<file path="src/rtl/logic_trig_pkg.sv">
package logic_trig_pkg;

    // ----------------------------------------------------------------
    // widths
    // ----------------------------------------------------------------
    localparam int NUM_INPUTS = 4;
    localparam int ADDR_W = 20;
    localparam int DATA_W = 32;
    localparam int MODE_W = 5;

    typedef logic [ADDR_W-1:0] addr_t;
    typedef logic [DATA_W-1:0] data_t;
    typedef logic [MODE_W-1:0] mode_t;

    // ----------------------------------------------------------------
    // register offsets
    // ----------------------------------------------------------------
    localparam addr_t OFS_MODE [NUM_INPUTS] = '{
        20'h09e3f, 20'h09e40, 20'h09e41, 20'h09e47
    };
    localparam addr_t OFS_TERM [NUM_INPUTS] = '{
        20'h92824, 20'h92825, 20'h92826, 20'h92827
    };
    localparam addr_t OFS_OR_MASK = 20'h09dda;
    localparam addr_t OFS_STATUS = 20'h09e50;

    // ----------------------------------------------------------------
    // mode codes
    // ----------------------------------------------------------------
    localparam mode_t MODE_DISABLED = 5'h00;
    localparam mode_t MODE_RISING_EDGE = 5'h01;
    localparam mode_t MODE_FALLING_EDGE = 5'h02;
    localparam mode_t MODE_ANY_EDGE = 5'h04;
    localparam mode_t MODE_HIGH_LEVEL = 5'h08;
    localparam mode_t MODE_LOW_LEVEL = 5'h10;

    // ----------------------------------------------------------------
    // field layout and reset values
    // ----------------------------------------------------------------
    localparam int OR_MASK_BASE = 2;
    localparam int TERM_BIT = 0;
    localparam int STAT_ARMED_BIT = 0;
    localparam int STAT_FIRED_BIT = 1;
    localparam int STAT_SRC_LSB = 8;
    localparam mode_t MODE_RESET = 5'h00;
    localparam data_t OR_MASK_RESET = 32'h0000_0000;
    localparam logic TERM_RESET = 1'b0;

    typedef enum logic [1:0] {
        ST_IDLE = 2'b00,
        ST_ARMED = 2'b01,
        ST_FIRED = 2'b10
    } arm_state_e;

endpackage : logic_trig_pkg

</file>
<file path="src/rtl/edge_level_detect.sv">
`timescale 1ns/1ps
module edge_level_detect
(
    // clock and reset
    input wire logic i_clk,
    input wire logic i_rst,
    // synchronised input and setup
    input wire logic i_level,
    input wire logic_trig_pkg::mode_t i_mode,
    input wire logic i_first,
    // qualifying activity, combinational
    output logic o_hit
);
    import logic_trig_pkg::*;

    logic prev_reg;
    logic rise;
    logic fall;
    logic edge_ok;

    always_ff @(posedge i_clk)
    begin
        if (i_rst)
            prev_reg <= 1'b0;
        else
            prev_reg <= i_level;
    end

    // edges need two samples inside the armed window
    assign rise = i_level & ~prev_reg;
    assign fall = ~i_level & prev_reg;
    assign edge_ok = ~i_first;

    // undefined codes fall to the disabled branch
    always_comb
    begin
        case (i_mode)
            MODE_RISING_EDGE: o_hit = edge_ok & rise;
            MODE_FALLING_EDGE: o_hit = edge_ok & fall;
            MODE_ANY_EDGE: o_hit = edge_ok & (rise | fall);
            MODE_HIGH_LEVEL: o_hit = i_level;
            MODE_LOW_LEVEL: o_hit = ~i_level;
            MODE_DISABLED: o_hit = 1'b0;
            default: o_hit = 1'b0;
        endcase
    end

endmodule : edge_level_detect

</file>
<file path="src/rtl/input_sync.sv">
`timescale 1ns/1ps
module input_sync
(
    // clock and reset
    input wire logic i_clk,
    input wire logic i_rst,
    // pins and synchronised copy
    input wire logic [logic_trig_pkg::NUM_INPUTS-1:0] i_async,
    output logic [logic_trig_pkg::NUM_INPUTS-1:0] o_sync
);
    import logic_trig_pkg::*;

    logic [NUM_INPUTS-1:0] meta_reg;
    logic [NUM_INPUTS-1:0] sync_reg;

    // first stage feeds the second stage only
    always_ff @(posedge i_clk)
    begin
        if (i_rst)
        begin
            meta_reg <= '0;
            sync_reg <= '0;
        end
        else
        begin
            meta_reg <= i_async;
            sync_reg <= meta_reg;
        end
    end

    assign o_sync = sync_reg;

endmodule : input_sync

</file>
<file path="src/rtl/logic_trigger_top.sv">
// What this block does
// - rising-edge mode triggers on first rise
// - falling-edge mode triggers on first fall
// - any-edge mode triggers on first transition
// - high-level mode triggers on high sample
// - low-level mode triggers on low sample
// - level already present at start triggers immediately
// - after trigger, ignore inputs until re-armed
// - termination bit one 50 Ohm, zero high-Z
// - mode zero never contributes a trigger
// - input counts only when OR mask enabled
`timescale 1ns/1ps
module logic_trigger_top
(
    // clock and reset
    input wire logic I_CLK,
    input wire logic I_SYS_RST,
    // register port
    input wire logic_trig_pkg::addr_t I_ADDR,
    input wire logic_trig_pkg::data_t I_WDATA,
    input wire logic I_WR,
    input wire logic I_RD,
    output logic_trig_pkg::data_t O_RDATA,
    // logic input pins
    input wire logic [logic_trig_pkg::NUM_INPUTS-1:0] I_LOGIC_IN,
    // termination select per pin
    output logic [logic_trig_pkg::NUM_INPUTS-1:0] O_TERM_50,
    // acquisition sequencer
    input wire logic I_ARM,
    output logic O_TRIG,
    output logic [logic_trig_pkg::NUM_INPUTS-1:0] O_TRIG_SRC,
    output logic O_ARMED
);
    import logic_trig_pkg::*;

    // ----------------------------------------------------------------
    // declarations
    // ----------------------------------------------------------------
    mode_t mode_reg [NUM_INPUTS];
    mode_t mode_next [NUM_INPUTS];
    logic [NUM_INPUTS-1:0] term_reg;
    logic [NUM_INPUTS-1:0] term_next;
    data_t or_mask_reg;
    data_t or_mask_next;
    data_t rdata_reg;
    data_t rdata_next;
    arm_state_e state_reg;
    arm_state_e state_next;
    logic first_reg;
    logic first_next;
    logic trig_reg;
    logic trig_next;
    logic [NUM_INPUTS-1:0] src_reg;
    logic [NUM_INPUTS-1:0] src_next;
    // registered copy of the armed decode so the pin comes from a flop
    logic armed_reg;

    logic [NUM_INPUTS-1:0] level_sync;
    logic [NUM_INPUTS-1:0] det_hit;
    logic [NUM_INPUTS-1:0] masked_hit;
    logic [NUM_INPUTS-1:0] wr_mode;
    logic [NUM_INPUTS-1:0] wr_term;
    data_t rd_part [NUM_INPUTS];
    data_t rd_inputs;
    data_t status_word;
    logic wr_or_mask;
    logic rd_or_mask;
    logic rd_status;
    logic armed;
    logic fire;

    function automatic logic reg_hit(input addr_t a, input addr_t ofs);
        reg_hit = (a == ofs);
    endfunction : reg_hit

    // ----------------------------------------------------------------
    // input synchronisation
    // ----------------------------------------------------------------
    input_sync u_sync
    (
        .i_clk(I_CLK),
        .i_rst(I_SYS_RST),
        .i_async(I_LOGIC_IN),
        .o_sync(level_sync)
    );

    // ----------------------------------------------------------------
    // per-input detection and decode
    // ----------------------------------------------------------------
    genvar gi;
    generate
        for (gi = 0; gi < NUM_INPUTS; gi++)
        begin : g_in
            edge_level_detect u_det
            (
                .i_clk(I_CLK),
                .i_rst(I_SYS_RST),
                .i_level(level_sync[gi]),
                .i_mode(mode_reg[gi]),
                .i_first(first_reg),
                .o_hit(det_hit[gi])
            );

            // mask gate keeps a configured but unselected pin silent
            assign masked_hit[gi] = det_hit[gi] & or_mask_reg[OR_MASK_BASE + gi];

            assign wr_mode[gi] = I_WR & reg_hit(I_ADDR, OFS_MODE[gi]);
            assign wr_term[gi] = I_WR & reg_hit(I_ADDR, OFS_TERM[gi]);

            assign mode_next[gi] = wr_mode[gi] ? I_WDATA[MODE_W-1:0] : mode_reg[gi];
            assign term_next[gi] = wr_term[gi] ? I_WDATA[TERM_BIT] : term_reg[gi];

            assign rd_part[gi] =
                (reg_hit(I_ADDR, OFS_MODE[gi]) ?
                    {{(DATA_W-MODE_W){1'b0}}, mode_reg[gi]} : '0) |
                (reg_hit(I_ADDR, OFS_TERM[gi]) ?
                    {{(DATA_W-1){1'b0}}, term_reg[gi]} : '0);
        end
    endgenerate

    // ----------------------------------------------------------------
    // shared registers and read mux
    // ----------------------------------------------------------------
    assign wr_or_mask = I_WR & reg_hit(I_ADDR, OFS_OR_MASK);
    assign rd_or_mask = reg_hit(I_ADDR, OFS_OR_MASK);
    assign rd_status = reg_hit(I_ADDR, OFS_STATUS);
    assign or_mask_next = wr_or_mask ? I_WDATA : or_mask_reg;

    always_comb
    begin
        rd_inputs = '0;
        for (int k = 0; k < NUM_INPUTS; k++)
            rd_inputs = rd_inputs | rd_part[k];
    end

    always_comb
    begin
        status_word = '0;
        status_word[STAT_ARMED_BIT] = (state_reg == ST_ARMED);
        status_word[STAT_FIRED_BIT] = (state_reg == ST_FIRED);
        status_word[STAT_SRC_LSB +: NUM_INPUTS] = src_reg;
    end

    // data only in the cycle after the strobe; unmapped reads give zero
    assign rdata_next = !I_RD ? '0 :
                        rd_status ? status_word :
                        rd_or_mask ? or_mask_reg :
                        rd_inputs;

    // ----------------------------------------------------------------
    // arm sequencing
    // ----------------------------------------------------------------
    assign armed = (state_reg == ST_ARMED);
    assign fire = armed & (|masked_hit);

    always_comb
    begin
        state_next = state_reg;
        first_next = 1'b0;
        case (state_reg)
            ST_IDLE:
            begin
                if (I_ARM)
                begin
                    state_next = ST_ARMED;
                    first_next = 1'b1;
                end
            end
            ST_ARMED:
            begin
                // a late arm pulse while armed changes nothing
                if (fire)
                    state_next = ST_FIRED;
            end
            ST_FIRED:
            begin
                // stays deaf until the sequencer re-arms after the record
                if (I_ARM)
                begin
                    state_next = ST_ARMED;
                    first_next = 1'b1;
                end
            end
            default:
            begin
                state_next = ST_IDLE;
            end
        endcase
    end

    // one pulse per armed window, then the state leaves ST_ARMED
    assign trig_next = fire;
    assign src_next = fire ? masked_hit :
                      (I_ARM && !armed) ? '0 : src_reg;

    // ----------------------------------------------------------------
    // state registers
    // ----------------------------------------------------------------
    always_ff @(posedge I_CLK)
    begin
        if (I_SYS_RST)
        begin
            for (int k = 0; k < NUM_INPUTS; k++)
                mode_reg[k] <= MODE_RESET;
            term_reg <= {NUM_INPUTS{TERM_RESET}};
            or_mask_reg <= OR_MASK_RESET;
        end
        else
        begin
            for (int k = 0; k < NUM_INPUTS; k++)
                mode_reg[k] <= mode_next[k];
            term_reg <= term_next;
            or_mask_reg <= or_mask_next;
        end
    end

    always_ff @(posedge I_CLK)
    begin
        if (I_SYS_RST)
        begin
            state_reg <= ST_IDLE;
            first_reg <= 1'b0;
            trig_reg <= 1'b0;
            src_reg <= '0;
            rdata_reg <= '0;
            armed_reg <= 1'b0;
        end
        else
        begin
            state_reg <= state_next;
            first_reg <= first_next;
            trig_reg <= trig_next;
            src_reg <= src_next;
            rdata_reg <= rdata_next;
            armed_reg <= (state_next == ST_ARMED);
        end
    end

    // ----------------------------------------------------------------
    // outputs
    // ----------------------------------------------------------------
    assign O_RDATA = rdata_reg;
    assign O_TERM_50 = term_reg;
    assign O_TRIG = trig_reg;
    assign O_TRIG_SRC = src_reg;
    assign O_ARMED = armed_reg;

endmodule : logic_trigger_top

</file>
<file path="config.mk">
export PLATFORM = sky130hd
export DESIGN_NAME = logic_trigger_top
export DESIGN_NICKNAME = d
export VERILOG_FILES = /design/src/rtl/logic_trig_pkg.sv /design/src/rtl/edge_level_detect.sv /design/src/rtl/input_sync.sv /design/src/rtl/logic_trigger_top.sv
export SDC_FILE = /design/constraint.sdc
export NUM_CORES = 1
export LEC_CHECK = 0
export BUFFER_PORTS_ARGS = -buffer_cell sky130_fd_sc_hd__buf_2
export CAP_MARGIN = 0
export CORE_MARGIN = 3
export CORE_UTILIZATION = 48
export DETAILED_ROUTE_END_ITERATION = 10
export PLACE_DENSITY_LB_ADDON = 0.1
export SLEW_MARGIN = 5
export SYNTH_ARGS = -nofsm -noshare
export SYNTH_HDL_FRONTEND = slang
export SYNTH_SLANG_ARGS = --single-unit
</file>
<file path="constraint.sdc">
create_clock -name I_CLK -period 2.2 [get_ports I_CLK]
set_clock_uncertainty 0.05 [all_clocks]
set_input_delay 0.22 -clock I_CLK [delete_from_list [all_inputs] [get_ports I_CLK]]
set_output_delay 0.22 -clock I_CLK [all_outputs]
set_load 0.05 [all_outputs]
</file>
==> impl_metrics.csv <==
group,metric,value,unit
outcome,status,"finished, final reports clean",
setup_path,worstPathRequired,2.42,ns
clocking,clock_path_buffers,2,
pwr,leakagePower,2.26,nW
setup_path,crit_chain,"inv_1, ha_1, or4b_4, a21oi_2, a31o_1, a31oi_2, and4_4, a41o_1",
sta,finalSetupViolations,0,
clocking,postCtsSetupRepairBufs,0,
setup_path,cp_top_family,"simple AND/OR/NAND/NOR gates",
setup_path,startpoint_type,"register",
synthesis,ys.flop_type,"dfxtp_1",
synthesis,synth_area,0.00446,mm²
setup_path,worst-r2r-setup-slack,0.03,ns
global_routing,grt_antenna_before_repair,0,
place,numPortBuffers,102,
routing,antenna_left,0,
sta,maxSlewViolCount,0,
clocking,htreeDepth,3,
routing,vias_per_cell,5.31,
final_layout,num_antenna_cells,0,
routing,vias,3819,
sta,finalHoldViolations,0,
final_layout,drive_gt1_share,26.7,%
synthesis,async_flop_share,0,%
synthesis,syn_nets,565,
routing,routed_wl,10.7,mm
floorplanning,core,0.00889,mm²
setup_path,critPathMaxFanout,8,
synthesis,seq_area_frac_synth,48.9,%
place,routabilityCongestion,0.797,
synthesis,ys_ff_latch,109,
floorplanning,rows,34,
place,dp_cells,690,
final_layout,fin_area,0.00543,mm²
sta,fin_crit_sh,98.6,%
pwr,p_per_area,633,mW/mm²
synthesis,avgSynthCellArea,8.99,µm²
synthesis,ys_types,44,
routing,drt_iter0_drc,255,
global_routing,grt_pass1_vias,3680,
clocking,cts_made_buffers,9,
floorplanning,dieArea,0.0105,mm²
sta,slew-limit-headroom,48.6,%
final_layout,fin_cells,719,
clocking,cts.sinks,109,
sta,period_minus_slack,2.17,ns
final_layout,nets,675,
synthesis,synth_edf_count,0,
sta,fin_setup_tns,0,ns
routing,remaining_drc_errors,0,
place,place_hpwl,7.56,mm
final_layout,final_cell_mix,"dfxtp_1 (108), buf_2 (102), nand2_1 (90), nor2_1 (44), a21oi_1 (44)",
pwr,irDropWorstVdd,0.398,mV
global_routing,grt_pass1_wl,17.7,mm
setup_path,cp-end-kind,"register",
setup_path,worst-setup-path-type,"register to register",
floorplanning,die_x,102,µm
global_routing,grt_use_total,21.4,%
hold_path,hold_path.class,"input port to register",
setup_path,crit_slowest_cell,"or4b_4",
routing,first_pass_iters,4,
floorplanning,start_util,50.1,%
clocking,insertion_delay,0.38,ns
clocking,clkTransAtPathRegs,0.11,ns
global_routing,grt_max_degree,74,
setup_path,worstPathArrival,2.39,ns
synthesis,syn_inst,496,
floorplanning,die_h,102,µm
routing,wl_per_cell,14.9,µm
run,drv_cap,0,
place,place_area,0.00507,mm²
floorplanning,pin_count,103,
final_layout,areaGrowthSynthToFinish,21.8,%
final_layout,layout_commonest_cell,"dfxtp_1",
clocking,root_buffer,"clkbuf_8",
sta,tightest_slew,0.770,ns
clocking,cts_tree,"yes",
sta,hold_slack,0.0192,ns
final_layout,utilization,61.1,%
sta,max_freq,461,MHz
setup_path,max_stage_delay,0.49,ns
global_routing,grt-ovfl-total,0,
synthesis,yosys_warnings,0,
setup_path,crit_buf_inv,1,
[cell usage after synthesis (all sizes together) (2+ instances only)]
| library cell | count | share of area [%] |
|---|---|---|
| nor2 | 44 | 3.7 |
| and2 | 25 | 4.6 |
| dfxtp | 109 | 49 |
| o21ai | 10 | 1.1 |
| nor2b | 9 | 1.3 |
| a221oi | 2 | 0.39 |
| nor3 | 4 | 0.45 |
| a41o | 4 | 0.90 |
| nand4b | 3 | 0.59 |
| ha | 8 | 2.2 |
| a31oi | 7 | 0.98 |
| mux2i | 23 | 5.2 |
| o22ai | 4 | 0.56 |
| and4b | 2 | 0.45 |
| nand3 | 8 | 0.90 |
| nand4 | 4 | 0.56 |
| nor3b | 5 | 0.95 |
| a22oi | 4 | 0.67 |
| or3 | 2 | 0.28 |
| nand3b | 13 | 2.2 |
| and3 | 4 | 0.56 |
| buf | 13 | 1.9 |
| inv | 10 | 0.84 |
| nand2 | 90 | 7.6 |
| a31o | 3 | 0.59 |
| a222oi | 4 | 0.90 |
| nor4 | 10 | 1.9 |
| clkbuf | 16 | 1.3 |
| nor4b | 4 | 0.79 |
| a21oi | 45 | 5.1 |
[metal layers]
metal	global-route usage, %	vias up	wire [µm]
met5	0	-	0
met4	8.88	0	266
met2	35.0	100	5200
met1	27.8	1772	4660
li1	-	1931	-
met3	4.16	16	613
[where the power goes]
part           internal (mW)  switching, mW  leakage, nW  total, mW
logic                 0.0890          0.115         1.27      0.204
registers               1.99        0.00825        0.881       1.99
clock network          0.462          0.776        0.106       1.24
[final timing paths]
path,startpoint,endpoint,cells after the start
worst max register to register,g_in[1].u_det.prev_reg$_SDFF_PP0_,O_TRIG_SRC[3]$_SDFFE_PP0P_,8
worst max-delay path,g_in[1].u_det.prev_reg$_SDFF_PP0_,O_TRIG_SRC[3]$_SDFFE_PP0P_,8
worst min-delay path,I_WDATA[10],or_mask_reg[10]$_SDFFE_PP0P_,3
worst min register to register,u_sync.meta_reg[2]$_SDFF_PP0_,u_sync.o_sync[2]$_SDFF_PP0_,1
[stage by stage]
stage	power, mW	setup WS (ns)
after floorplan	2.13	0.131
after global placement	2.22	0.0567
after detailed placement	2.23	-0.0177
after CTS	3.48	0.0393
after global routing	3.58	-0.0302
final	3.44	0.0313
[repair_timing]
item                       4_1_cts  5_1_grt
hold buffers                    13        0
resized for setup                2        4
setup endpoints to repair        6        7
pin swaps                        0        3
hold endpoints to repair        13        0
[cell families (layout without fill, tap and decap cells)]
kind of cell / count (synthesis) / in the layout / synth area share (%)
flops: 109 / 109 / 48.9
buf+inv: 39 / 154 / 4.04
mux: 24 / 24 / 5.67
fa+ha+maj: 8 / 8 / 2.25
simple gates: 232 / 232 / 27.7
compound gates: 84 / 84 / 11.4
[layout make-up]
class / instances / area (µm²)
tap: 108 / 135
inverter: 10 / 37.5
clock inverter: 7 / 91.3
timing repair buffer: 128 / 738
multi-input combinational: 348 / 2120
fill: 816 / 3460
sequential: 109 / 2180
clock buffer: 9 / 124
[worst register-to-register path, stage by stage, from the launching register on]
cell and delay, ns:
dfxtp_2 0.35, inv_1 0.04, ha_1 0.28, or4b_4 0.49, a21oi_2 0.14, a31o_1 0.13
a31oi_2 0.13, and4_4 0.21, a41o_1 0.24
(Power assumes the default switching activity.)
